**config.mk**
```make
export PLATFORM = sky130hd
export DESIGN_NAME = aucr_regs
export DESIGN_NICKNAME = d
export VERILOG_FILES = /design/src/design/aucr_pkg.sv /design/src/design/aucr_sync_gate.sv /design/src/design/aucr_regs.sv
export VERILOG_INCLUDE_DIRS = /design/src /design/src/design
export SDC_FILE = /design/constraint.sdc
export NUM_CORES = 1
export LEC_CHECK = 0
export BUFFER_PORTS_ARGS = -buffer_cell sky130_fd_sc_hd__buf_2
export CAP_MARGIN = 0
export CORE_UTILIZATION = 30
export DETAILED_ROUTE_END_ITERATION = 8
export PLACE_DENSITY = 0.47
export SETUP_SLACK_MARGIN = 0.4
export SYNTH_ARGS = -nofsm -noshare
export SYNTH_HDL_FRONTEND = slang
export SYNTH_SLANG_ARGS = --single-unit
```
**constraint.sdc**
```tcl
create_clock -name clock_in -period 3.8 [get_ports clock_in]
set_clock_uncertainty 0.15 [all_clocks]
set_input_delay 0.76 -clock clock_in [delete_from_list [all_inputs] [get_ports clock_in]]
set_output_delay 0.76 -clock clock_in [all_outputs]
set_load 0.02 [all_outputs]
```
**src/design/aucr_consts.svh**
```systemverilog
// Constants for the upper configuration register bank: offsets, fields,
// reset values. Assumes a 13-bit register address from the serial port.
`ifndef AUCR_CONSTS_SVH
`define AUCR_CONSTS_SVH
`define AUCR_ADDR_W 13
`define AUCR_OFF_CHSEL_A 13'h0004
`define AUCR_OFF_CHSEL_B 13'h0005
`define AUCR_OFF_PAT1_LO 13'h0019
`define AUCR_OFF_PAT1_HI 13'h001A
`define AUCR_OFF_PAT2_LO 13'h001B
`define AUCR_OFF_PAT2_HI 13'h001C
`define AUCR_OFF_SER_FMT 13'h0021
`define AUCR_OFF_CH_PWR 13'h0022
`define AUCR_OFF_XFER 13'h00FF
`define AUCR_OFF_RATE_OVR 13'h0100
`define AUCR_OFF_IO_CTL2 13'h0101
`define AUCR_OFF_IO_CTL3 13'h0102
`define AUCR_OFF_SYNC 13'h0109
`define AUCR_RST_ZERO 8'h00
`define AUCR_RST_CHSEL 8'h3F
`define AUCR_RST_SER_FMT 8'h30
`define AUCR_FMT_LSB_FIRST 7
`define AUCR_FMT_MODE_HI 6
`define AUCR_FMT_MODE_LO 4
`define AUCR_FMT_FRAME_X2 2
`define AUCR_FMT_BITS_X2 1
`define AUCR_CHP_PDWN 0
`define AUCR_CHP_ORST 1
`define AUCR_OVR_EN 6
`define AUCR_OVR_RATE_HI 2
`define AUCR_OVR_RATE_LO 0
`define AUCR_XFER_BIT 0
`define AUCR_IO2_PULLDN 0
`define AUCR_IO3_CM_PDWN 3
`define AUCR_SYNC_EN 0
`define AUCR_SYNC_NEXT 1
`define AUCR_CH_N 4
`define AUCR_CLK_CH_N 2
`endif

```
**src/design/aucr_pkg.sv**
```systemverilog
// Types for the upper configuration register bank.
// Assumes nothing of its surroundings.
package aucr_pkg;
  typedef enum logic [2:0] {
    AUCR_SDR_2L_BIT,
    AUCR_SDR_2L_BYTE,
    AUCR_DDR_2L_BIT,
    AUCR_DDR_2L_BYTE,
    AUCR_DDR_1L_WORD,
    AUCR_MODE_RSVD
  } aucr_ser_mode_t;
  typedef enum logic {
    AUCR_SYNC_IDLE,
    AUCR_SYNC_DONE
  } aucr_sync_state_t;
endpackage

```
**src/design/aucr_sync_gate.sv**
```systemverilog
// Multichip sync gate: passes sync events while armed, optionally once.
// Assumes sync_evt_in is a one-cycle pulse already on clock_in.
`timescale 1ns/10ps
`include "aucr_consts.svh"
module aucr_sync_gate (
  input wire logic clock_in,   // Serial-port clock
  input wire logic srst_in,    // Sync reset, active high
  input wire logic arm_in,     // Sync enable bit
  input wire logic next_in,    // Honour next event only
  input wire logic rearm_in,   // Sync register written
  input wire logic sync_evt_in, // Incoming sync event pulse
  output logic sync_out        // Honoured sync pulse
);
  aucr_pkg::aucr_sync_state_t state_r;
  logic pass;
  assign pass = arm_in && sync_evt_in &&
    !(next_in && state_r == aucr_pkg::AUCR_SYNC_DONE);
  always_ff @(posedge clock_in) begin
    if (srst_in) begin
      state_r <= aucr_pkg::AUCR_SYNC_IDLE;
    end else if (pass && next_in) begin
      // A sync taken in the cycle of a rewrite still uses up the shot
      state_r <= aucr_pkg::AUCR_SYNC_DONE;
    end else if (rearm_in || !arm_in) begin
      state_r <= aucr_pkg::AUCR_SYNC_IDLE;
    end
  end
  always_ff @(posedge clock_in) begin
    if (srst_in) begin
      sync_out <= 1'b0;
    end else begin
      sync_out <= pass;
    end
  end
endmodule

```
**src/design/aucr_regs.sv**
```systemverilog
// Upper configuration register bank of a four-channel converter.
// Assumes a serial-port front end that delivers single-cycle write and
// read strobes with an address and byte, all on clock_in.
`timescale 1ns/10ps
`include "aucr_consts.svh"
module aucr_regs #(
  parameter int CH_N = `AUCR_CH_N,
  parameter int CLK_CH_N = `AUCR_CLK_CH_N
) (
  input wire logic clock_in,               // Serial-port clock
  input wire logic srst_in,                // Sync reset, active high
  input wire logic wr_en_in,               // Register write strobe
  input wire logic rd_en_in,               // Register read strobe
  input wire logic [12:0] addr_in,         // Register address
  input wire logic [7:0] wdata_in,         // Write data
  input wire logic sync_evt_in,            // Sync event pulse
  output logic [7:0] rdata_out,            // Read data
  output logic rvalid_out,                 // Read data valid
  output logic [15:0] pattern_one_out,     // User pattern one
  output logic [15:0] pattern_two_out,     // User pattern two
  output logic [2:0] ser_mode_out,         // Serialization mode code
  output logic two_lane_out,               // Two-lane mode active
  output logic ddr_out,                    // Double data rate active
  output logic bytewise_out,               // Bytewise or wordwise packing
  output logic lsb_first_out,              // LSB-first stream
  output logic frame_x2_out,               // Doubled frame period
  output logic bits_x2_out,                // Doubled bits per sample
  output logic [CH_N-1:0] ch_pdwn_out,     // Per-channel power-down
  output logic [CH_N-1:0] ch_orst_out,     // Per-channel output reset
  output logic [CLK_CH_N-1:0] clk_pdwn_out, // Clock output power-down
  output logic rate_ovr_en_out,            // Applied override enable
  output logic [2:0] rate_cap_out,         // Applied rate cap code
  output logic sdio_pulldn_dis_out,        // SDIO pull-down disable
  output logic cm_buf_pdwn_out,            // common_mode_output power-down
  output logic sync_out                    // Honoured sync pulse
);
  logic [7:0] chsel_a_r;
  logic [7:0] chsel_b_r;
  logic [7:0] pat1_lo_r;
  logic [7:0] pat1_hi_r;
  logic [7:0] pat2_lo_r;
  logic [7:0] pat2_hi_r;
  logic [7:0] ser_fmt_r;
  logic [7:0] ovr_shadow_r;
  logic [7:0] ovr_live_r;
  logic [7:0] io2_r;
  logic [7:0] io3_r;
  logic [7:0] sync_r;
  logic [CH_N-1:0] pdwn_r;
  logic [CH_N-1:0] orst_r;
  logic [CLK_CH_N-1:0] clk_pdwn_r;
  logic [7:0] rdata_nxt;
  logic [2:0] mode;
  logic [2:0] lane_r;
  localparam logic [7:0] FMT_RST = `AUCR_RST_SER_FMT;

  // One address match shared by every register write
  function automatic logic wr_hit(input logic [12:0] a);
    wr_hit = wr_en_in && (addr_in == a);
  endfunction

  // data channel index
  // Reset selects every channel, so early local writes reach all
  always_ff @(posedge clock_in) begin
    if (srst_in) begin
      chsel_a_r <= `AUCR_RST_CHSEL;
    end else if (wr_hit(`AUCR_OFF_CHSEL_A)) begin
      chsel_a_r <= wdata_in;
    end
  end

  // data bits assumed equal to the other index
  always_ff @(posedge clock_in) begin
    if (srst_in) begin
      chsel_b_r <= `AUCR_RST_CHSEL;
    end else if (wr_hit(`AUCR_OFF_CHSEL_B)) begin
      chsel_b_r <= wdata_in;
    end
  end

  always_ff @(posedge clock_in) begin
    if (srst_in) begin
      pat1_lo_r <= `AUCR_RST_ZERO;
      pat1_hi_r <= `AUCR_RST_ZERO;
    end else begin
      if (wr_hit(`AUCR_OFF_PAT1_LO)) begin
        pat1_lo_r <= wdata_in;
      end
      if (wr_hit(`AUCR_OFF_PAT1_HI)) begin
        pat1_hi_r <= wdata_in;
      end
    end
  end

  always_ff @(posedge clock_in) begin
    if (srst_in) begin
      pat2_lo_r <= `AUCR_RST_ZERO;
      pat2_hi_r <= `AUCR_RST_ZERO;
    end else begin
      if (wr_hit(`AUCR_OFF_PAT2_LO)) begin
        pat2_lo_r <= wdata_in;
      end
      if (wr_hit(`AUCR_OFF_PAT2_HI)) begin
        pat2_hi_r <= wdata_in;
      end
    end
  end

  // format register, reset MSB first
  // Bit 3 is open and reads back zero
  always_ff @(posedge clock_in) begin
    if (srst_in) begin
      ser_fmt_r <= `AUCR_RST_SER_FMT;
    end else if (wr_hit(`AUCR_OFF_SER_FMT)) begin
      ser_fmt_r <= wdata_in & 8'hF7;
    end
  end

  // SDR two-lane codes 000 and 001
  // DDR two-lane 010, 011; one-lane 100
  // Reserved codes fall back to two-lane SDR bitwise
  function automatic logic [2:0] mode_flags(input logic [2:0] code);
    logic is_ddr;
    logic one_lane;
    logic packs;
    is_ddr = (code == aucr_pkg::AUCR_DDR_2L_BIT) ||
      (code == aucr_pkg::AUCR_DDR_2L_BYTE) ||
      (code == aucr_pkg::AUCR_DDR_1L_WORD);
    one_lane = (code == aucr_pkg::AUCR_DDR_1L_WORD);
    packs = (code == aucr_pkg::AUCR_SDR_2L_BYTE) ||
      (code == aucr_pkg::AUCR_DDR_2L_BYTE) ||
      (code == aucr_pkg::AUCR_DDR_1L_WORD);
    mode_flags = {is_ddr, !one_lane, packs};
  endfunction

  // Flags load on the same edge as the format byte, so they never lag it
  always_ff @(posedge clock_in) begin
    if (srst_in) begin
      lane_r <= mode_flags(FMT_RST[`AUCR_FMT_MODE_HI:`AUCR_FMT_MODE_LO]);
    end else if (wr_hit(`AUCR_OFF_SER_FMT)) begin
      lane_r <= mode_flags(wdata_in[`AUCR_FMT_MODE_HI:`AUCR_FMT_MODE_LO]);
    end
  end

  // local bits land only on selected channels
  // power-down and output reset per channel
  always_ff @(posedge clock_in) begin
    if (srst_in) begin
      pdwn_r <= '0;
      orst_r <= '0;
    end else if (wr_hit(`AUCR_OFF_CH_PWR)) begin
      for (int i = 0; i < CH_N; i++) begin
        if (chsel_a_r[i]) begin
          pdwn_r[i] <= wdata_in[`AUCR_CHP_PDWN];
          orst_r[i] <= wdata_in[`AUCR_CHP_ORST];
        end
      end
    end
  end

  // clock outputs take only power-down
  // Clock outputs have no output reset to drive
  always_ff @(posedge clock_in) begin
    if (srst_in) begin
      clk_pdwn_r <= '0;
    end else if (wr_hit(`AUCR_OFF_CH_PWR)) begin
      for (int i = 0; i < CLK_CH_N; i++) begin
        if (chsel_b_r[CH_N+i]) begin
          clk_pdwn_r[i] <= wdata_in[`AUCR_CHP_PDWN];
        end
      end
    end
  end

  // override shadow, fixed-zero bits masked
  // Rate code 111 is kept as written; only codes up to 110 are defined
  always_ff @(posedge clock_in) begin
    if (srst_in) begin
      ovr_shadow_r <= `AUCR_RST_ZERO;
    end else if (wr_hit(`AUCR_OFF_RATE_OVR)) begin
      ovr_shadow_r <= wdata_in & 8'h47;
    end
  end

  // shadow applied on transfer strobe
  // Transfer reads as zero: it is a self-clearing command
  always_ff @(posedge clock_in) begin
    if (srst_in) begin
      ovr_live_r <= `AUCR_RST_ZERO;
    end else if (wr_hit(`AUCR_OFF_XFER) && wdata_in[`AUCR_XFER_BIT]) begin
      ovr_live_r <= ovr_shadow_r;
    end
  end

  always_ff @(posedge clock_in) begin
    if (srst_in) begin
      io2_r <= `AUCR_RST_ZERO;
      io3_r <= `AUCR_RST_ZERO;
      sync_r <= `AUCR_RST_ZERO;
    end else begin
      // Open bits are masked so they always read back zero
      if (wr_hit(`AUCR_OFF_IO_CTL2)) begin
        io2_r <= wdata_in & 8'h01;
      end
      if (wr_hit(`AUCR_OFF_IO_CTL3)) begin
        io3_r <= wdata_in & 8'h08;
      end
      if (wr_hit(`AUCR_OFF_SYNC)) begin
        sync_r <= wdata_in & 8'h03;
      end
    end
  end

  // Local register reads the first selected channel
  // With several channels selected, the others stay hidden
  function automatic logic [7:0] local_rd();
    logic [7:0] v;
    v = 8'h00;
    for (int i = CH_N - 1; i >= 0; i--) begin
      if (chsel_a_r[i]) begin
        v = {6'h00, orst_r[i], pdwn_r[i]};
      end
    end
    local_rd = v;
  endfunction

  always_comb begin
    unique case (addr_in)
      `AUCR_OFF_CHSEL_A: rdata_nxt = chsel_a_r;
      `AUCR_OFF_CHSEL_B: rdata_nxt = chsel_b_r;
      `AUCR_OFF_PAT1_LO: rdata_nxt = pat1_lo_r;
      `AUCR_OFF_PAT1_HI: rdata_nxt = pat1_hi_r;
      `AUCR_OFF_PAT2_LO: rdata_nxt = pat2_lo_r;
      `AUCR_OFF_PAT2_HI: rdata_nxt = pat2_hi_r;
      `AUCR_OFF_SER_FMT: rdata_nxt = ser_fmt_r;
      `AUCR_OFF_CH_PWR: rdata_nxt = local_rd();
      `AUCR_OFF_RATE_OVR: rdata_nxt = ovr_shadow_r;
      `AUCR_OFF_IO_CTL2: rdata_nxt = io2_r;
      `AUCR_OFF_IO_CTL3: rdata_nxt = io3_r;
      `AUCR_OFF_SYNC: rdata_nxt = sync_r;
      default: rdata_nxt = 8'h00;
    endcase
  end

  always_ff @(posedge clock_in) begin
    if (srst_in) begin
      rdata_out <= 8'h00;
      rvalid_out <= 1'b0;
    end else begin
      rvalid_out <= rd_en_in;
      // Read data holds between reads so the host may fetch it late
      if (rd_en_in) begin
        rdata_out <= rdata_nxt;
      end
    end
  end

  assign mode = ser_fmt_r[`AUCR_FMT_MODE_HI:`AUCR_FMT_MODE_LO];
  assign pattern_one_out = {pat1_hi_r, pat1_lo_r};
  assign pattern_two_out = {pat2_hi_r, pat2_lo_r};
  assign ser_mode_out = mode;
  assign ddr_out = lane_r[2];
  assign two_lane_out = lane_r[1];
  assign bytewise_out = lane_r[0];
  assign lsb_first_out = ser_fmt_r[`AUCR_FMT_LSB_FIRST];
  assign frame_x2_out = ser_fmt_r[`AUCR_FMT_FRAME_X2];
  assign bits_x2_out = ser_fmt_r[`AUCR_FMT_BITS_X2];
  assign ch_pdwn_out = pdwn_r;
  assign ch_orst_out = orst_r;
  assign clk_pdwn_out = clk_pdwn_r;
  assign rate_ovr_en_out = ovr_live_r[`AUCR_OVR_EN];
  assign rate_cap_out = ovr_live_r[`AUCR_OVR_RATE_HI:`AUCR_OVR_RATE_LO];
  assign sdio_pulldn_dis_out = io2_r[`AUCR_IO2_PULLDN];
  assign cm_buf_pdwn_out = io3_r[`AUCR_IO3_CM_PDWN];

  // sync arming
  // Rewriting the sync register rearms the one-shot unless the shot is taken in that cycle
  aucr_sync_gate u_sync (
    .clock_in(clock_in),
    .srst_in(srst_in),
    .arm_in(sync_r[`AUCR_SYNC_EN]),
    .next_in(sync_r[`AUCR_SYNC_NEXT]),
    .rearm_in(wr_hit(`AUCR_OFF_SYNC)),
    .sync_evt_in(sync_evt_in),
    .sync_out(sync_out)
  );
endmodule

```
After elaboration in Yosys (flattened, before gate mapping)
Cells that the tools add are included.
Widths: inputs -> output; s select.
{"block": "totals", "elab_cells": 84, "regBits": 91, "mem_bits_rw": 0, "romBits": 0, "n_memories": 0, "latchBits": 0}
{"block": "classes", "n_mul": 0, "n_mux": 7, "shift": 0, "bitwise_logic": 0, "div_mod_pow": 0, "n_eq_ne": 17, "order_cmp": 0, "n_reduce_logical": 33, "n_addsub": 0}
{"operator": "$pmux 8 s12", "n": 1}
{"operator": "$eq 13x5->1 const B", "n": 4}
{"operator": "$eq 13x9->1 const B", "n": 4}
{"operator": "$eq 13x3->1 const B", "n": 2}
{"operator": "$eq 13x6->1 const B", "n": 2}
{"operator": "$mux 8", "n": 3}
{"operator": "$logic_and 1x1->1", "n": 18}
{"operator": "$eq 13x8->1 const B", "n": 1}
{"operator": "$reduce_and 2->1", "n": 6}
{"operator": "$eq 3x2->1 const B", "n": 2}
{"operator": "$logic_or 1x1->1", "n": 5}
{"operator": "$eq 3x1->1 const B", "n": 1}
{"operator": "$eq 3x3->1 const B", "n": 1}
{"operator": "$logic_not 1->1", "n": 3}
{"operator": "$mux 1", "n": 2}
{"operator": "$mux 2", "n": 1}
{"operator": "$reduce_bool 2->1", "n": 1}

Longest topological paths before layout
{"block": "logic_depth", "word_depth": 5, "mapped_depth": 9, "depth_no_buf": 6}

Hierarchy
A second synthesis with hierarchy kept.
{"block": "unflattened", "cells_unflattened": 504, "area_unflattened_um2": 4332.9}
{"mod": "aucr_regs", "area_each_um2": 4244.1, "n_inst": 1, "cells_each": 496, "seq_area_each_um2": 1781.7}
{"mod": "aucr_sync_gate", "area_each_um2": 88.8, "n_inst": 1, "cells_each": 8, "seq_area_each_um2": 40.0}

Least setup slack after synthesis
Ideal clock, no wire load.
{"block": "synth_path", "path_kind": "input port to flip-flop", "start": "in addr_in[5]", "end": "reg chsel_a_r[0]", "t_arrival_ps": 2501, "required_time_ps": 3530, "slack_ps": 1030, "stages": 7, "path_cell_list": "buf_6 -> or4b_4 -> or3_1 -> buf_6 -> nor2_4 -> nand2_2 -> a211o_1"}
{"block": "synth_via", "elab_chain_len": 2}
{"item": "start: declaration", "line": "aucr_regs.sv:14", "source": "input wire logic [12:0] addr_in,"}
{"item": "$eq 13x3->1", "line": "aucr_regs.sv:59", "source": "wr_hit = wr_en_in && (addr_in == a);"}
{"item": "$logic_and 1x1->1", "line": "aucr_regs.sv:59"}
{"item": "end signal: assignment", "line": "aucr_regs.sv:66", "source": "chsel_a_r <= `AUCR_RST_CHSEL;"}
{"item": "end signal: assignment", "line": "aucr_regs.sv:68", "source": "chsel_a_r <= wdata_in;"}
{"item": "end: declaration", "line": "aucr_regs.sv:37", "source": "logic [7:0] chsel_a_r;"}
Every way passes these cells.
A chain may end at the register's enable or synchronous reset.

Final worst setup path
{"block": "layout_path", "start": "in addr_in[9]", "end": "reg ovr_shadow_r[0]"}
{"block": "layout_via", "elab_chain_len": 2}
{"item": "$eq 13x9->1", "line": "aucr_regs.sv:59"}
{"item": "$logic_and 1x1->1", "line": "aucr_regs.sv:59"}
{"item": "end signal: assignment", "line": "aucr_regs.sv:179", "source": "ovr_shadow_r <= `AUCR_RST_ZERO;"}
{"item": "end signal: assignment", "line": "aucr_regs.sv:181", "source": "ovr_shadow_r <= wdata_in & 8'h47;"}
{"item": "end: declaration", "line": "aucr_regs.sv:44", "source": "logic [7:0] ovr_shadow_r;"}
Every way passes these cells.

==> qor.csv <==
metric,value,unit
status,completed,
fmax,0.3335,GHz
timing.final.ws_setup,0.8019,ns
endpoint_kind,flop,
power_frac_clock,48.1,%
relSlewSlack,37.55,%
syn_nets,515,
reg2reg_to,rdata_out[1],
cts_tree,yes,
num_rows,43,
wl_per_cell,18.66,um
finalSetupViolations,0,
critical_path.startpoint,addr_in[9],
clk-insertion-delay-late,0.36,ns
min_period_over_period,78.90,%
drive_above_1_share,23.55,%
fin_tns_setup,0,ns
startpoint_type,input pin,
cts_inserted_buffers,9,
clk_pin_slew,0.07,ns
async_flop_share,0,%
ys_seq_elements,91,
critPathKind,input pin to flop,
initial_core_util,30.71,%
numPortBuffers,92,
cp_max_fo,6,
tightest_slew,0.9281,ns
grt_pass1_wl,21310,um
p_leak,2.112,nW
htreeDepth,3,
clockBufferDepth,2,
grt_pass1_vias,3761,
path_buf_inv,1,
synth.distinct_cells,53,
place_area,4845,um2
holdWs,0.3017,ns
maxCapViolCount,0,
vias_per_cell,5.186,
dieHeight,121.2,um
cp_cell_sequence,buf_2 -> or4_1 -> nor4_1 -> nand3_1 -> mux2i_1 -> nor2_1,
cp.arrival,3.09,ns
drt_iter0_markers,205,
pin_count,93,
rr_startpoint,chsel_a_r[1],
r2r_cells,6,
grt.total_usage,19.79,%
antenna_found_initial,0,
final_area,5170,um2
synth_edf_count,0,
die-area,14690,um2
nets,590,
seq_area_frac_synth,42.74,%
seq_power_share,46.4,%
critPathTopFamily,simple AND/OR/NAND/NOR gates,
areaGrowthSynthToFinish,21.28,%
hpwl,10050,um
critPathRequiredTime,3.89,ns
totalWireLength,13980,um
combinationalPowerShare,5.5,%
diodes,0,
ctsHoldBuffers,0,
switchingPower,0.4939,mW
worstSetupEndpoint,ovr_shadow_r[0],
die_w,121.2,um
power_density,398.6,nW/um2
syn_avg_cell_area,8.717,um2
root_buffer,clkbuf_16,
grt_max_degree,58,
synth_area_leaders,"dfxtp_1, mux2i_1, nor2_1",
cts_setup_buffers,0,
finalHoldViolations,0,
rsz0062_at_grt,no,
p_int,1.567,mW
num_vias,3884,
ys.flop_type,dfxtp_1,
vdd_drop_max,195.1,uV
synthCells,489,
min_period,2.998,ns
clkSinkCount,91,
grt_overflow,0,
first_pass_iters,4,
antenna_left,0,
reg2reg_slack,1.99,ns
drc,0,
cp_slowest_cell,nor4_1,
switching_share,23.97,%
synth_area,4263,um2
core,13880,um2
ys_warn_count,0,
gp_congestion,0.8766,
synth_top_area_share,42.74,%
critical_path_depth,6,
fin_cells,749,
cts_resized,0,
final_max_slew_viol_count,0,
max_stage_delay,0.85,ns
placed_cells,733,
post-place-ws,0.5042,ns
min_path_type,flop to flop,
yosysTopAreaCell,dfxtp_1,
[worst min path at each step]
| stage | start | to | slack, ns | cells past startpoint |
|---|---|---|---|---|
| 4_1_cts | u_sync.state_r | u_sync.sync_out | 0.31 | 1 |
| 5_1_grt | chsel_a_r[5] | chsel_a_r[5] | 0.32 | 1 |
| 6_report | rdata_out[4] | rdata_out[4] | 0.30 | 2 |
| 3_3_place_gp | lane_r[1] | lane_r[1] | 0.29 | 1 |
| 2_1_floorplan | u_sync.state_r | u_sync.sync_out | 0.28 | 1 |
| 3_5_place_dp | rdata_out[4] | rdata_out[4] | 0.30 | 2 |
[cell families (layout without fill, tap and decap cells)]
| kind of cell | count (synthesis) | count (layout) | share of synthesized area, % |
|---|---|---|---|
| fa+ha+maj | 1 | 1 | 0.2348 |
| simple gates | 214 | 214 | 25.27 |
| buf+inv | 39 | 119 | 4.285 |
| mux | 53 | 53 | 12.47 |
| compound gates | 91 | 91 | 15.00 |
| flops | 91 | 91 | 42.74 |
[synth_stat cells (6+ instances only)]
master     n
a211o_1   15
o21ai_0   10
dfxtp_1   91
clkbuf_1  25
nor2b_1   11
nor2_1    67
a22oi_1    9
a21oi_1   30
nand3_1   19
nand2_1   65
nor3_1     6
mux2i_1   52
and3_1     7
[per-layer routing]
layer	GRT usage, %	vias to the layer above	part of all wire [%]
met5	0	-	0
met4	8.951	0	2.4
met3	4.088	19	7.6
met2	30.79	140	45
met1	26.22	1831	45
li1	-	1894	-
[sequential cells by signal, indices dropped and copies added (netlist names)]
| register | cells |
|---|---|
| io2_r | 1 |
| chsel_b_r | 8 |
| ch_orst_out | 4 |
| ovr_live_r | 4 |
| rdata_out | 8 |
| ovr_shadow_r | 4 |
| chsel_a_r | 8 |
| lane_r | 3 |
| ch_pdwn_out | 4 |
| pat2_lo_r | 8 |
| pat1_lo_r | 8 |
| u_sync.state_r | 1 |
| ser_fmt_r | 7 |
| pat1_hi_r | 8 |
| u_sync.sync_out | 1 |
| sync_r | 2 |
| rvalid_out | 1 |
| clk_pdwn_out | 2 |
| io3_r | 1 |
| pat2_hi_r | 8 |
[power groups by stage]
stage                     Combinational [mW]  Sequential [mW]  Clock, mW
after detailed placement               0.112            0.979          0
after CTS                              0.112            0.957       1.02
after floorplan                       0.0616            0.982          0
after global routing                   0.120            0.956       1.06
final                                  0.112            0.957      0.991
after global placement                 0.111            0.979          0
[cell usage in the layout, fill, tap and decap left out, types with 7 or more instances in the layout]
| cell | n |
|---|---|
| buf_2 | 92 |
| dfxtp_1 | 91 |
| nor2_1 | 67 |
| nand2_1 | 65 |
| mux2i_1 | 52 |
| a21oi_1 | 30 |
| nand3_1 | 19 |
| a211o_1 | 15 |
| nor2b_1 | 11 |
| o21ai_0 | 10 |
| buf_4 | 10 |
| a22oi_1 | 9 |
| clkbuf_16 | 9 |
| and3_1 | 7 |
[layout make-up]
type	count	area [um2]
clock inverters	7	100.1
flip-flops and latches	91	1822
well taps	180	225.2
repair buffers	102	535.5
multi-input cells	359	2258
inverters	1	3.754
clock buffers	9	225.2
fillers	1488	8711
[per-stage QoR]
step / power, mW / utilization, %
2_1_floorplan: 1.043 / -
3_3_place_gp: 1.091 / 34.90
3_5_place_dp: 1.091 / 34.90
4_1_cts: 2.088 / 37.25
5_1_grt: 2.134 / 37.25
6_report: 2.061 / 37.25
[tightest hold or removal path, delay by kind of cell, from the launching register on]
kind               cells  cell delay [ns]
AOI/OAI and AO/OA      1             0.05
and+or+nand+nor        1             0.04
DFF                    1             0.32
Power figures use the tool's default switching activity.
